===== src/ubr_cfg.svh =====
// Offsets, field positions, reset values and timing counts of the serial receiver.
// Assumes a 32-bit AXI4-Lite bus; byte address is four times the register index.
`ifndef UBR_CFG_SVH
`define UBR_CFG_SVH

// Register indices
`define UBR_IDX_INTCTL   10'h00b
`define UBR_IDX_PFLAGS   10'h00c
`define UBR_IDX_RXSTAT   10'h018
`define UBR_IDX_RXDATA   10'h01a
`define UBR_IDX_PENABLE  10'h08c
`define UBR_IDX_TXSTAT   10'h098
`define UBR_IDX_BAUD     10'h099

// Field positions
`define UBR_GLOBAL_IE_BIT  7
`define UBR_PERIPH_IE_BIT  6
`define UBR_RX_DONE_BIT    5
`define UBR_RX_IE_BIT      5
`define UBR_PORT_EN_BIT    7
`define UBR_NINE_BIT       6
`define UBR_SINGLE_RX_BIT  5
`define UBR_CONT_RX_BIT    4
`define UBR_FRAMING_BIT    2
`define UBR_OVERRUN_BIT    1
`define UBR_NINTH_BIT      0
`define UBR_SYNC_BIT       4
`define UBR_FAST_RATE_BIT  2
`define UBR_TX_EMPTY_BIT   1

// Reset values
`define UBR_TXSTAT_RST   8'h02
`define UBR_BAUD_RST     8'h00

// Generator ticks per bit for each formula
`define UBR_PPB_LOW      7'h40
`define UBR_PPB_HIGH     7'h10
`define UBR_PPB_SYNC     7'h04

// Bus answers
`define UBR_RESP_OKAY    2'h0
`define UBR_RESP_DECERR  2'h3

`endif


===== src/ubr_pkg.sv =====
// Types shared by the serial receiver.
// Assumes ubr_cfg.svh holds the numbers.
package ubr_pkg;
  typedef enum logic [1:0] {
    UBR_IDLE  = 2'b00,
    UBR_START = 2'b01,
    UBR_DATA  = 2'b10,
    UBR_STOP  = 2'b11
  } ubr_state_e;
endpackage


===== src/ubr_top.sv =====
// Baud generator and asynchronous receive path with AXI4-Lite registers.
// Assumes rx_pin is already synchronous to aclk and idles high.
`timescale 1ns/1ps
`include "ubr_cfg.svh"

module ubr_top (
  // Clock and reset
  input  wire logic        aclk,
  input  wire logic        aresetn,
  // AXI4-Lite write
  input  wire logic [11:0] s_axi_awaddr,
  input  wire logic        s_axi_awvalid,
  output logic             s_axi_awready,
  input  wire logic [31:0] s_axi_wdata,
  input  wire logic [3:0]  s_axi_wstrb,
  input  wire logic        s_axi_wvalid,
  output logic             s_axi_wready,
  output logic [1:0]       s_axi_bresp,
  output logic             s_axi_bvalid,
  input  wire logic        s_axi_bready,
  // AXI4-Lite read
  input  wire logic [11:0] s_axi_araddr,
  input  wire logic        s_axi_arvalid,
  output logic             s_axi_arready,
  output logic [31:0]      s_axi_rdata,
  output logic [1:0]       s_axi_rresp,
  output logic             s_axi_rvalid,
  input  wire logic        s_axi_rready,
  // Serial line and interrupt request
  input  wire logic        rx_pin,
  output logic             rx_irq
);

  logic [9:0]  aw_idx_reg;
  logic        aw_held_reg;
  logic [31:0] wdata_reg;
  logic        w_held_reg;
  logic        do_wr;
  logic        wr_lane;
  logic        div_wr;
  logic        rd_fire;
  logic [1:0]  intctl_reg;
  logic        rx_irq_en_reg;
  logic [3:0]  rxctl_reg;
  logic [1:0]  txctl_reg;
  logic [7:0]  div_reg;
  logic [7:0]  rate_cnt_reg;
  logic        rate_tick;
  logic        rx_done_reg;
  logic        overrun_reg;
  logic        framing_reg;
  logic [8:0]  wr_look;
  logic [8:0]  rd_look;
  localparam logic [7:0] tx_rst = `UBR_TXSTAT_RST;
  logic        ninth_reg;
  logic [7:0]  rxbuf_reg;
  ubr_pkg::ubr_state_e state_reg;
  logic [5:0]  phase_reg;
  logic [3:0]  bcnt_reg;
  logic [8:0]  shift_reg;
  logic        v0_reg;
  logic        v1_reg;
  logic        done_reg;
  logic        stop_reg;
  logic [6:0]  ppb;
  logic [5:0]  mid;
  logic [3:0]  nbits;
  logic        rx_en;
  logic        bitv;

  wire port_en    = rxctl_reg[3];
  wire nine_bit   = rxctl_reg[2];
  wire cont_rx_en = rxctl_reg[0];
  wire sync       = txctl_reg[1];
  wire fast_rate  = txctl_reg[0];

  // Bit value of the middle three samples
  function automatic logic maj3(input logic a, input logic b, input logic c);
    maj3 = (a & b) | (a & c) | (b & c);
  endfunction

  // Register read mux; top bit flags a mapped index
  function automatic logic [8:0] reg_read(input logic [9:0] idx);
    logic [7:0] d;
    logic       hit;
    d   = 8'h00;
    hit = 1'b1;
    case (idx)
      `UBR_IDX_INTCTL:  d = {intctl_reg, 6'h00};
      `UBR_IDX_PFLAGS:  d = {2'h0, rx_done_reg, 5'h00};
      `UBR_IDX_RXSTAT:  d = {rxctl_reg, 1'b0, framing_reg, overrun_reg, ninth_reg};
      `UBR_IDX_RXDATA:  d = rxbuf_reg;
      `UBR_IDX_PENABLE: d = {2'h0, rx_irq_en_reg, 5'h00};
      `UBR_IDX_TXSTAT:  d = {3'h0, txctl_reg[1], 1'b0, txctl_reg[0], 2'h2};
      `UBR_IDX_BAUD:    d = div_reg;
      default:          hit = 1'b0;
    endcase
    reg_read = {hit, d};
  endfunction

  assign wr_look = reg_read(aw_idx_reg);
  assign rd_look = reg_read(s_axi_araddr[11:2]);

  // Write address channel
  always_ff @(posedge aclk) begin
    if (!aresetn) begin
      s_axi_awready <= 1'b0;
      aw_held_reg   <= 1'b0;
      aw_idx_reg    <= 10'h000;
    end else if (s_axi_awvalid && s_axi_awready) begin
      aw_idx_reg    <= s_axi_awaddr[11:2];
      aw_held_reg   <= 1'b1;
      s_axi_awready <= 1'b0;
    end else if (s_axi_bvalid && s_axi_bready) begin
      aw_held_reg   <= 1'b0;
      s_axi_awready <= 1'b1;
    end else if (!aw_held_reg) begin
      s_axi_awready <= 1'b1;
    end
  end

  // Write data channel
  always_ff @(posedge aclk) begin
    if (!aresetn) begin
      s_axi_wready <= 1'b0;
      w_held_reg   <= 1'b0;
      wdata_reg    <= 32'h00000000;
    end else if (s_axi_wvalid && s_axi_wready) begin
      wdata_reg    <= s_axi_wdata;
      w_held_reg   <= 1'b1;
      s_axi_wready <= 1'b0;
    end else if (s_axi_bvalid && s_axi_bready) begin
      w_held_reg   <= 1'b0;
      s_axi_wready <= 1'b1;
    end else if (!w_held_reg) begin
      s_axi_wready <= 1'b1;
    end
  end

  // Low byte lane is captured with the data
  logic wstrb0_reg;
  always_ff @(posedge aclk) begin
    if (!aresetn) begin
      wstrb0_reg <= 1'b0;
    end else if (s_axi_wvalid && s_axi_wready) begin
      wstrb0_reg <= s_axi_wstrb[0];
    end
  end

  assign do_wr   = aw_held_reg && w_held_reg && !s_axi_bvalid;
  assign wr_lane = do_wr && wstrb0_reg;
  assign div_wr  = wr_lane && (aw_idx_reg == `UBR_IDX_BAUD);

  // Write response
  always_ff @(posedge aclk) begin
    if (!aresetn) begin
      s_axi_bvalid <= 1'b0;
      s_axi_bresp  <= `UBR_RESP_OKAY;
    end else if (do_wr) begin
      s_axi_bvalid <= 1'b1;
      s_axi_bresp  <= wr_look[8] ? `UBR_RESP_OKAY : `UBR_RESP_DECERR;
    end else if (s_axi_bready) begin
      s_axi_bvalid <= 1'b0;
    end
  end

  // Read channel
  assign rd_fire = s_axi_arvalid && s_axi_arready;
  always_ff @(posedge aclk) begin
    if (!aresetn) begin
      s_axi_arready <= 1'b0;
      s_axi_rvalid  <= 1'b0;
      s_axi_rdata   <= 32'h00000000;
      s_axi_rresp   <= `UBR_RESP_OKAY;
    end else if (rd_fire) begin
      s_axi_arready <= 1'b0;
      s_axi_rvalid  <= 1'b1;
      s_axi_rdata   <= {24'h000000, rd_look[7:0]};
      s_axi_rresp   <= rd_look[8] ? `UBR_RESP_OKAY : `UBR_RESP_DECERR;
    end else if (s_axi_rvalid && s_axi_rready) begin
      s_axi_rvalid  <= 1'b0;
      s_axi_arready <= 1'b1;
    end else if (!s_axi_rvalid) begin
      s_axi_arready <= 1'b1;
    end
  end

  // Software-written control fields
  always_ff @(posedge aclk) begin
    if (!aresetn) begin
      intctl_reg <= 2'h0;
      rx_irq_en_reg <= 1'b0;
      rxctl_reg  <= 4'h0;
      txctl_reg  <= {tx_rst[`UBR_SYNC_BIT], tx_rst[`UBR_FAST_RATE_BIT]};
      div_reg    <= `UBR_BAUD_RST;
    end else if (wr_lane) begin
      case (aw_idx_reg)
        `UBR_IDX_INTCTL:  intctl_reg <= {wdata_reg[`UBR_GLOBAL_IE_BIT], wdata_reg[`UBR_PERIPH_IE_BIT]};
        `UBR_IDX_PENABLE: rx_irq_en_reg <= wdata_reg[`UBR_RX_IE_BIT];
        `UBR_IDX_RXSTAT:  rxctl_reg  <= wdata_reg[`UBR_PORT_EN_BIT:`UBR_CONT_RX_BIT];
        `UBR_IDX_TXSTAT:  txctl_reg  <= {wdata_reg[`UBR_SYNC_BIT], wdata_reg[`UBR_FAST_RATE_BIT]};
        `UBR_IDX_BAUD:    div_reg    <= wdata_reg[7:0];
        default:          ;
      endcase
    end
  end

  // Free-running generator, one tick every divisor plus one clocks
  assign rate_tick = (rate_cnt_reg == 8'h00) && !div_wr;
  always_ff @(posedge aclk) begin
    if (!aresetn) begin
      rate_cnt_reg <= 8'h00;
    end else if (div_wr) begin
      rate_cnt_reg <= 8'h00;
    end else if (rate_cnt_reg == 8'h00) begin
      rate_cnt_reg <= div_reg;
    end else begin
      rate_cnt_reg <= rate_cnt_reg - 8'h01;
    end
  end

  // The formula selects the ticks per bit
  always_comb begin
    if (sync) begin
      ppb = `UBR_PPB_SYNC;
    end else if (fast_rate) begin
      ppb = `UBR_PPB_HIGH;
    end else begin
      ppb = `UBR_PPB_LOW;
    end
  end

  assign mid   = ppb[6:1];
  assign nbits = nine_bit ? 4'h9 : 4'h8;
  assign rx_en = port_en && cont_rx_en && !sync && !overrun_reg;
  assign bitv  = maj3(v0_reg, v1_reg, rx_pin);

  // Character framing
  always_ff @(posedge aclk) begin
    if (!aresetn || !rx_en) begin
      state_reg <= ubr_pkg::UBR_IDLE;
      phase_reg <= 6'h00;
      bcnt_reg  <= 4'h0;
      shift_reg <= 9'h000;
      v0_reg    <= 1'b1;
      v1_reg    <= 1'b1;
      done_reg  <= 1'b0;
      stop_reg  <= 1'b1;
    end else begin
      done_reg <= 1'b0;
      if (rate_tick) begin
        if (state_reg == ubr_pkg::UBR_IDLE) begin
          phase_reg <= 6'h00;
          if (!rx_pin) begin
            state_reg <= ubr_pkg::UBR_START;
          end
        end else begin
          phase_reg <= (phase_reg == 6'(ppb - 7'h01)) ? 6'h00 : phase_reg + 6'h01;
          if (phase_reg == mid - 6'h01) begin
            v0_reg <= rx_pin;
          end
          if (phase_reg == mid) begin
            v1_reg <= rx_pin;
          end
          if (phase_reg == mid + 6'h01) begin
            unique case (state_reg)
              ubr_pkg::UBR_START: begin
                bcnt_reg  <= 4'h0;
                state_reg <= bitv ? ubr_pkg::UBR_IDLE : ubr_pkg::UBR_DATA;
              end
              ubr_pkg::UBR_DATA: begin
                shift_reg <= {bitv, shift_reg[8:1]};
                bcnt_reg  <= bcnt_reg + 4'h1;
                if (bcnt_reg == nbits - 4'h1) begin
                  state_reg <= ubr_pkg::UBR_STOP;
                end
              end
              ubr_pkg::UBR_STOP: begin
                done_reg  <= 1'b1;
                stop_reg  <= bitv;
                state_reg <= ubr_pkg::UBR_IDLE;
              end
              ubr_pkg::UBR_IDLE: ;
            endcase
          end
        end
      end
    end
  end

  // Receive buffer and status
  always_ff @(posedge aclk) begin
    if (!aresetn) begin
      rx_done_reg <= 1'b0;
      overrun_reg <= 1'b0;
      framing_reg <= 1'b0;
      ninth_reg   <= 1'b0;
      rxbuf_reg   <= 8'h00;
    end else begin
      if (done_reg && !rx_done_reg) begin
        rx_done_reg <= 1'b1;
        framing_reg <= !stop_reg;
        ninth_reg   <= nine_bit ? shift_reg[8] : 1'b0;
        rxbuf_reg   <= nine_bit ? shift_reg[7:0] : shift_reg[8:1];
      end else if (rd_fire && s_axi_araddr[11:2] == `UBR_IDX_RXDATA) begin
        rx_done_reg <= 1'b0;
      end
      if (!cont_rx_en) begin
        overrun_reg <= 1'b0;
        framing_reg <= 1'b0;
      end else if (done_reg && rx_done_reg) begin
        overrun_reg <= 1'b1;
      end
    end
  end

  // Interrupt request
  always_ff @(posedge aclk) begin
    if (!aresetn) begin
      rx_irq <= 1'b0;
    end else begin
      rx_irq <= rx_done_reg && rx_irq_en_reg;
    end
  end

  a_div_clear: assert property (@(posedge aclk) disable iff (!aresetn)
    div_wr |=> rate_cnt_reg == 8'h00 ##1 rate_cnt_reg == $past(div_reg))
    else $error("divisor write did not clear generator");

  a_tick_reload: assert property (@(posedge aclk) disable iff (!aresetn)
    rate_tick |=> rate_cnt_reg == $past(div_reg))
    else $error("generator did not reload divisor");

  a_rate_low: assert property (@(posedge aclk) disable iff (!aresetn)
    (!sync && !fast_rate) |-> ppb == 7'd64)
    else $error("low speed ratio wrong");

  a_rate_high: assert property (@(posedge aclk) disable iff (!aresetn)
    (!sync && fast_rate) |-> ppb == 7'd16)
    else $error("high speed ratio wrong");

  a_rate_sync: assert property (@(posedge aclk) disable iff (!aresetn)
    sync |-> ppb == 7'd4)
    else $error("clocked mode ratio wrong");

  a_rx_halt: assert property (@(posedge aclk) disable iff (!aresetn)
    !cont_rx_en |=> state_reg == ubr_pkg::UBR_IDLE && !done_reg)
    else $error("receiver ran while disabled");

  a_err_clear: assert property (@(posedge aclk) disable iff (!aresetn)
    !cont_rx_en |=> !overrun_reg && !framing_reg)
    else $error("errors not cleared");

  a_done_irq: assert property (@(posedge aclk) disable iff (!aresetn)
    (done_reg && !rx_done_reg && rx_irq_en_reg) |=> rx_done_reg ##1 rx_irq)
    else $error("done flag or interrupt missing");

  a_overrun_set: assert property (@(posedge aclk) disable iff (!aresetn)
    (done_reg && rx_done_reg && cont_rx_en) |=> overrun_reg && $stable(rxbuf_reg))
    else $error("overrun not flagged");

  a_bit_count: assert property (@(posedge aclk) disable iff (!aresetn)
    done_reg |-> bcnt_reg == nbits)
    else $error("wrong data bit count");

  a_read_zero: assert property (@(posedge aclk) disable iff (!aresetn)
    s_axi_rvalid |-> s_axi_rdata[31:8] == 24'h000000)
    else $error("upper read bits not zero");

endmodule

===== config.mk =====
export PLATFORM = sky130hd
export DESIGN_NAME = ubr_top
export DESIGN_NICKNAME = d
export VERILOG_FILES = /design/src/ubr_pkg.sv /design/src/ubr_top.sv
export VERILOG_INCLUDE_DIRS = /design/src
export SDC_FILE = /design/constraint.sdc
export NUM_CORES = 1
export LEC_CHECK = 0
export BUFFER_PORTS_ARGS = -buffer_cell sky130_fd_sc_hd__buf_2
export CAP_MARGIN = 20
export CORE_MARGIN = 2
export CORE_UTILIZATION = 54
export CTS_CLUSTER_SIZE = 10
export DETAILED_ROUTE_END_ITERATION = 16
export PLACE_DENSITY_LB_ADDON = 0.05
export RECOVER_POWER = 50
export SLEW_MARGIN = 25
export SYNTH_ARGS = -nofsm -noshare
export SYNTH_HDL_FRONTEND = slang
export SYNTH_SLANG_ARGS = --single-unit

===== constraint.sdc =====
create_clock -name aclk -period 2.8 [get_ports aclk]
set_clock_uncertainty 0.05 [all_clocks]
set_input_delay 0.56 -clock aclk [delete_from_list [all_inputs] [get_ports aclk]]
set_output_delay 0.56 -clock aclk [all_outputs]
set_load 0.03 [all_outputs]

==> impl_metrics.csv, run 1 <==
group,metric,value,unit
critical_path,cp_max_fo,9,
final_layout,multi_input_area,0.00268,mm²
clocking,cts_buffer_depth,2,
min_path,holdCritStartpoint,"s_axi_awaddr[5]",
timing,setup_tns,0,ns
die,fp.dieH,99.4,µm
clocking,cts-buffers-inserted,9,
clocking,cts-root-buf,"clkbuf_8",
final_layout,fill_cells,819,
pwr,p_leak,2.12,nW
pwr,vdd_drop_max,335,µV
synth,synth.cell_area,0.00492,mm²
critical_path,critPathSlowestCell,"nor3b_1",
synth,avgSynthCellArea,8.83,µm²
grt,grt_pass1_vias,3799,
critical_path,start_kind,"flip-flop",
synth,synthArstFlopShare,0,%
pwr,power.density,576,mW/mm²
critical_path,r2r-end,"shift_reg[7]",
synth,syn_inst,557,
critical_path,crit_path_end_kind,"flip-flop",
die,fp-row-count,34,
clocking,htree_levels,3,
critical_path,timing.critical_path.slowest_cell_delay,0.54,ns
grt,overflow,0,
synth,synthSimpleGateAreaFrac,24.5,%
die,initial_utilization,56.1,%
timing,fin_crit_sh,88.2,%
timing,rsz0062_at_grt,"false",
timing,fmax,405,MHz
route,vias_per_cell,5.61,
final_layout,nets,679,
die,io_pins,110,
clocking,cts_tree,"done",
clocking,clock-sinks,99,
critical_path,cp.required,3.04,ns
final_layout,seq_area,0.00198,mm²
job,maxCapViolations,0,
route,post_drt_wl_per_cell,14.8,µm
timing,min_period,2.47,ns
min_path,hold_path.class,"in2reg",
synth,ys_ff_latch,99,
grt,grt_pass1_wl,17800,µm
die,die_x,99.4,µm
critical_path,worstPathArrival,2.71,ns
critical_path,rrSetupSlack,0.33,ns
route,drc,0,
final_layout,largest_register_ffs,10,
synth,synth-main-ff-cell,"dfxtp_1",
die,die_area,0.00989,mm²
place,portBuffers,54,
critical_path,crit_chain,"inv_1, ha_1, nor3b_1, nor3b_1, nand4_2, nor2_8, mux2i_1",
synth,synth_compound_area_share,18.9,%
synth,synthAdderAreaFrac,2.24,%
route,drt-initial-drc-count,205,
route,vias,4014,
timing,maxSlewViolCount,0,
min_path,whs_path_depth,3,
synth,ys_warn_count,0,
critical_path,cpMostUsedCell,"nor3b_1",
synth,synth_cell_types,73,
route,drt-pass1-iter-count,4,
place,gp_congestion,0.823,
synth,synth_top_family_by_area,"simple AND/OR/NAND/NOR gates",
final_layout,antennaDiodeCount,0,
timing,tightest_slew,1.00,ns
synth,synth_mux_area_share,5.75,%
clocking,ctsResizeCount,0,
critical_path,worstRegToRegCells,7,
pwr,p_total,0.00310,W
min_path,min_to,"aw_idx_reg[3]",
final_layout,drive_gt1_share,13.8,%
critical_path,path_class,"reg2reg",
synth,synthXorXnorAreaFrac,1.25,%
clocking,cts_hold_buf,0,
grt,grtUsageTotal,22.0,%
grt,antenna_found_initial,1,
critical_path,reg2reg_from,"rate_cnt_reg[0]",
timing,slew_headroom,33.2,%
grt,grt_max_degree,60,
route,postRouteAntennaNets,0,
final_layout,area_delta_synth_final,9.54,%
synth,yosysSeqAreaShare,40.3,%
clocking,clk_pin_slew,0.09,ns
clocking,insertion_delay,0.36,ns
route,wl,10500,µm
clocking,cts_setup_buffers,0,
timing,hold_violations,0,
die,core,0.00876,mm²
synth,synth_edf_count,0,
place,dp_hpwl,7810,µm
timing,setup_viol,0,
outcome,status,"finished clean",
[Yosys cell counts, types with 5 or more instances]
cell / number / area (µm²)
inv_1: 11 / 41.3
nand2b_1: 6 / 37.5
a21oi_1: 7 / 35.0
and3_1: 6 / 37.5
o21ai_0: 15 / 75.1
o211a_1: 11 / 110
mux2i_1: 26 / 260
nor4_1: 5 / 31.3
ha_1: 8 / 100
buf_4: 26 / 195
o21a_1: 5 / 37.5
nor2_1: 27 / 101
and2_1: 5 / 31.3
nor3b_1: 6 / 45.0
clkbuf_1: 21 / 78.8
nor2b_1: 6 / 37.5
a211oi_1: 7 / 52.6
nand2_1: 113 / 424
a21boi_0: 37 / 278
dfxtp_1: 99 / 1980
nand3_1: 15 / 75.1
[power by group]
group / switching, W / internal, W / total (W)
registers: 0.0000658 / 0.00148 / 0.00154
logic: 0.000320 / 0.000212 / 0.000532
clock network: 0.000502 / 0.000528 / 0.00103
total: 0.000887 / 0.00222 / 0.00310
[final cells by class]
cell class	count	area share, %
Multi-Input combinational cell	418	49.8
Sequential cell	99	36.8
Timing Repair Buffer	64	5.97
Clock buffer	10	2.56
Tap cell	108	2.51
Clock inverter	5	1.58
Inverter	11	0.767
[metal layers]
layer / track usage, % / up-vias / wire length [µm]
met5: 0 / - / 0
met4: 6.22 / 0 / 110
met1: 28.6 / 1877 / 4940
met2: 37.5 / 99 / 5030
li1: - / 2025 / -
met3: 4.29 / 13 / 464
[how the worst max path moves through the flow]
stage | slack (ns) | from | end
floorplan | 0.54 | s_axi_araddr[11] | s_axi_rdata[6]
global placement | 0.34 | s_axi_araddr[11] | s_axi_rdata[5]
detailed placement | 0.33 | s_axi_araddr[11] | s_axi_rdata[2]
CTS | 0.32 | rate_cnt_reg[0] | shift_reg[7]
global route | 0.18 | rate_cnt_reg[0] | shift_reg[5]
finish | 0.33 | rate_cnt_reg[0] | shift_reg[7]
[logic make-up after synthesis]
| family | after synthesis |
|---|---|
| adder cells (fa/ha/maj) | 9 |
| buffers and inverters | 63 |
| flip-flops | 99 |
| multiplexers | 28 |
| XOR/XNOR | 7 |
| AO/OA/AOI/OAI | 118 |
| other | 1 |
| AND/OR/NAND/NOR | 232 |
[per-stage QoR]
stage / hold slack, ns / utilization (%) / setup WS, ns / std cells / area (µm²)
5_1_grt: 0.376 / 61.5 / 0.179 / 715 / 5390
3_5_place_dp: 0.387 / 59.2 / 0.329 / 700 / 5190
4_1_cts: 0.373 / 61.7 / 0.320 / 715 / 5410
3_3_place_gp: 0.390 / 59.2 / 0.341 / 700 / 5190
6_report: 0.388 / 61.5 / 0.329 / 715 / 5390
2_1_floorplan: 0.364 / - / 0.537 / 580 / 5000
[critical path: cells and delay by family, from the launching register on]
kind / cells / cell delay [ns]
adders and majority gates: 1 / 0.14
and+or+nand+nor: 4 / 1.56
muxes: 1 / 0.22
DFF: 1 / 0.34
buffers and inverters: 1 / 0.09
[layout by cell type (no fill, tap or decap), types with 8 or more instances in the layout]
cell | synthesis | routed
buf_2 | 2 | 40
conb_1 | 1 | 24
dfxtp_1 | 99 | 99
a21boi_0 | 37 | 37
nand2_1 | 113 | 113
nand3_1 | 15 | 15
ha_1 | 8 | 8
o21ai_0 | 15 | 15
mux2i_1 | 26 | 26
inv_1 | 11 | 11
clkbuf_8 | 0 | 10
buf_4 | 26 | 8
nor2_1 | 27 | 27
clkbuf_1 | 21 | 15
o211a_1 | 11 | 11
Power figures use the tool's default switching activity.
==> run 2, diff against run 1 <==
--- a/config.mk
+++ b/config.mk
@@ -9,7 +9,7 @@
 export BUFFER_PORTS_ARGS = -buffer_cell sky130_fd_sc_hd__buf_2
 export CAP_MARGIN = 20
 export CORE_MARGIN = 2
-export CORE_UTILIZATION = 54
+export CORE_UTILIZATION = 59
 export CTS_CLUSTER_SIZE = 10
 export DETAILED_ROUTE_END_ITERATION = 16
 export PLACE_DENSITY_LB_ADDON = 0.05
==> constraint.sdc (replaced) <==
create_clock -name aclk -period 3.1 [get_ports aclk]
set_clock_uncertainty 0.05 [all_clocks]
set_input_delay 0.62 -clock aclk [delete_from_list [all_inputs] [get_ports aclk]]
set_output_delay 0.62 -clock aclk [all_outputs]
set_load 0.03 [all_outputs]
==> run 2 against run 1 <==
Net effect:
- die area is 8.1% lower
- first-iteration DRC count rose by 24%
- cell area is 0.81% lower
- largest cell class unchanged
- sequential share of layout area grew 0.30 points
- global-route usage grew 2.2 points
- hold slack gained 0.030 ns
- core utilization increased by 4.2 points
- combinational power decreased by 9.4%
- via count is 1.6% lower
- routed wire length fell by 0.38%
==> impl_metrics.csv, run 2 (synthesis results as in run 1) <==
group,metric,value,unit
die,fp-row-count,33,
grt,overflow,0,
pwr,p_sw_share,29.9,%
place,placed_cell_area,0.00517,mm²
route,wl,10500,µm
clocking,cts-buffers-inserted,9,
route,drc,0,
timing,setup_viol,0,
min_path,hold_path.class,"reg2reg",
grt,antenna_found_initial,0,
critical_path,crit_chain,"inv_1, ha_1, nor3b_1, nor3b_1, nand2_1, or2_0, o41ai_2",
grt,grt_max_degree,60,
final_layout,layout_common_cells,"nand2_1 (113), dfxtp_1 (99), buf_2 (42), a21boi_0 (37), nor2_1 (27)",
die,core,0.00813,mm²
final_layout,antennaDiodeCount,0,
critical_path,cpMostUsedCell,"nor3b_1",
outcome,status,"finished clean",
route,vias_per_cell,5.56,
route,drt-pass1-iter-count,7,
pwr,p_sw,0.000813,W
clocking,cts-root-buf,"clkbuf_8",
pwr,p_total,0.00272,W
timing,tightest_slew,0.812,ns
pwr,seq_power_share,51.2,%
final_layout,fill_cells,702,
route,post_drt_wl_per_cell,14.8,µm
grt,grt_pass1_vias,3586,
clocking,clk_pin_slew,0.10,ns
timing,hold_violations,0,
final_layout,design_area,0.00534,mm²
die,die_area,0.00908,mm²
clocking,cts_hold_buf,0,
final_layout,fin_util,65.7,%
timing,min_period,2.40,ns
clocking,ctsResizeCount,0,
pwr,intPower,0.00191,W
job,maxCapViolations,0,
critical_path,critPathSlowestCell,"nor3b_1",
clocking,cts_buffer_depth,2,
final_layout,multi_input_area,0.00268,mm²
critical_path,cp_max_fo,6,
final_layout,drive_gt1_share,13.5,%
pwr,p_leak,2.09,nW
die,die_x,95.3,µm
pwr,power.density,509,mW/mm²
clocking,cts_setup_buffers,0,
place,portBuffers,54,
critical_path,cp_top_family,"simple AND/OR/NAND/NOR gates",
clocking,htree_levels,3,
final_layout,area_delta_synth_final,8.65,%
route,drt-initial-drc-count,254,
die,initial_utilization,60.5,%
critical_path,start_kind,"flip-flop",
pwr,comb_power_share,17.7,%
grt,grtUsageTotal,24.3,%
critical_path,crit_path_end_kind,"flip-flop",
route,vias,3950,
final_layout,seq_area,0.00198,mm²
clocking,insertion_delay,0.35,ns
place,gp_congestion,0.861,
pwr,pwr-share-clk,31.1,%
critical_path,path_buf_inv,1,
place,dp_hpwl,7770,µm
timing,fin_crit_sh,77.4,%
final_layout,nets,677,
pwr,vdd_drop_max,363,µV
critical_path,worstPathArrival,2.62,ns
final_layout,largest_register_ffs,10,
critical_path,cp.required,3.32,ns
clocking,cts_tree,"done",
timing,layout_setup_ws,0.701,ns
grt,grt_pass1_wl,17200,µm
timing,fmax,417,MHz
die,io_pins,110,
timing,slew_headroom,45.8,%
timing,maxSlewViolCount,0,
place,post-place-ws,0.535,ns
timing,setup_tns,0,ns
critical_path,timing.critical_path.slowest_cell_delay,0.51,ns
clocking,clock-sinks,99,
final_layout,final_common_cell,"nand2_1",
critical_path,path_class,"reg2reg",
die,fp.dieH,95.3,µm
route,postRouteAntennaNets,0,
timing,rsz0062_at_grt,"false",
## run 2: changes by cell type in the layout (fill, tap and decap cells not counted)
cell | before | now
inv_8 | 0 | 1
buf_4 | 8 | 5
clkbuf_2 | 1 | 0
clkbuf_1 | 15 | 16
clkbuf_8 | 10 | 9
clkinv_4 | 1 | 0
buf_2 | 40 | 42
clkinvlp_4 | 1 | 3
bufinv_16 | 2 | 1
## run 2: power groups by stage
stage | clock network, W | registers [W] | logic (W)
final | 0.000847 | 0.00139 | 0.000482
after global routing | 0.000913 | 0.00140 | 0.000547
after CTS | 0.000874 | 0.00139 | 0.000478
after detailed placement | 0 | 0.00142 | 0.000476
after global placement | 0 | 0.00142 | 0.000466
after floorplan | 0 | 0.00142 | 0.000388
## run 2: final cells by class
cell class	instances	area share [%]
Multi-Input combinational cell	418	50.2
Clock buffer	10	2.39
Sequential cell	99	37.1
Timing Repair Buffer	62	5.69
Inverter	11	0.773
Clock inverter	6	1.36
Tap cell	105	2.46
## run 2: worst min-delay path, stage by stage, from the launching register on
cell      delay [ns]
dfxtp_1         0.32
nand2_1         0.04
a21boi_0        0.06
## run 2: per-layer routing
layer | track usage, % | vias to the layer above | share of wire [%]
met5 | 0 | - | 0
met4 | 7.25 | 0 | 1.0
met3 | 4.03 | 6 | 4.0
met2 | 41.0 | 90 | 48
met1 | 31.8 | 1843 | 47
li1 | - | 2011 | -
## run 2: path summary, 6_finish.rpt
kind,from,endpoint,slack (ns),depth (start not counted)
max,rate_cnt_reg[0],state_reg[1],0.70,7
min,wdata_reg[1],wdata_reg[1],0.42,2
max reg2reg,rate_cnt_reg[0],state_reg[1],0.70,7
min reg2reg,wdata_reg[1],wdata_reg[1],0.42,2
## run 2: per-stage QoR
stage	std cells	hold WS (ns)
after floorplan	580	0.364
after CTS	711	0.421
after detailed placement	695	0.401
after global routing	711	0.441
after global placement	695	0.390
final	711	0.418
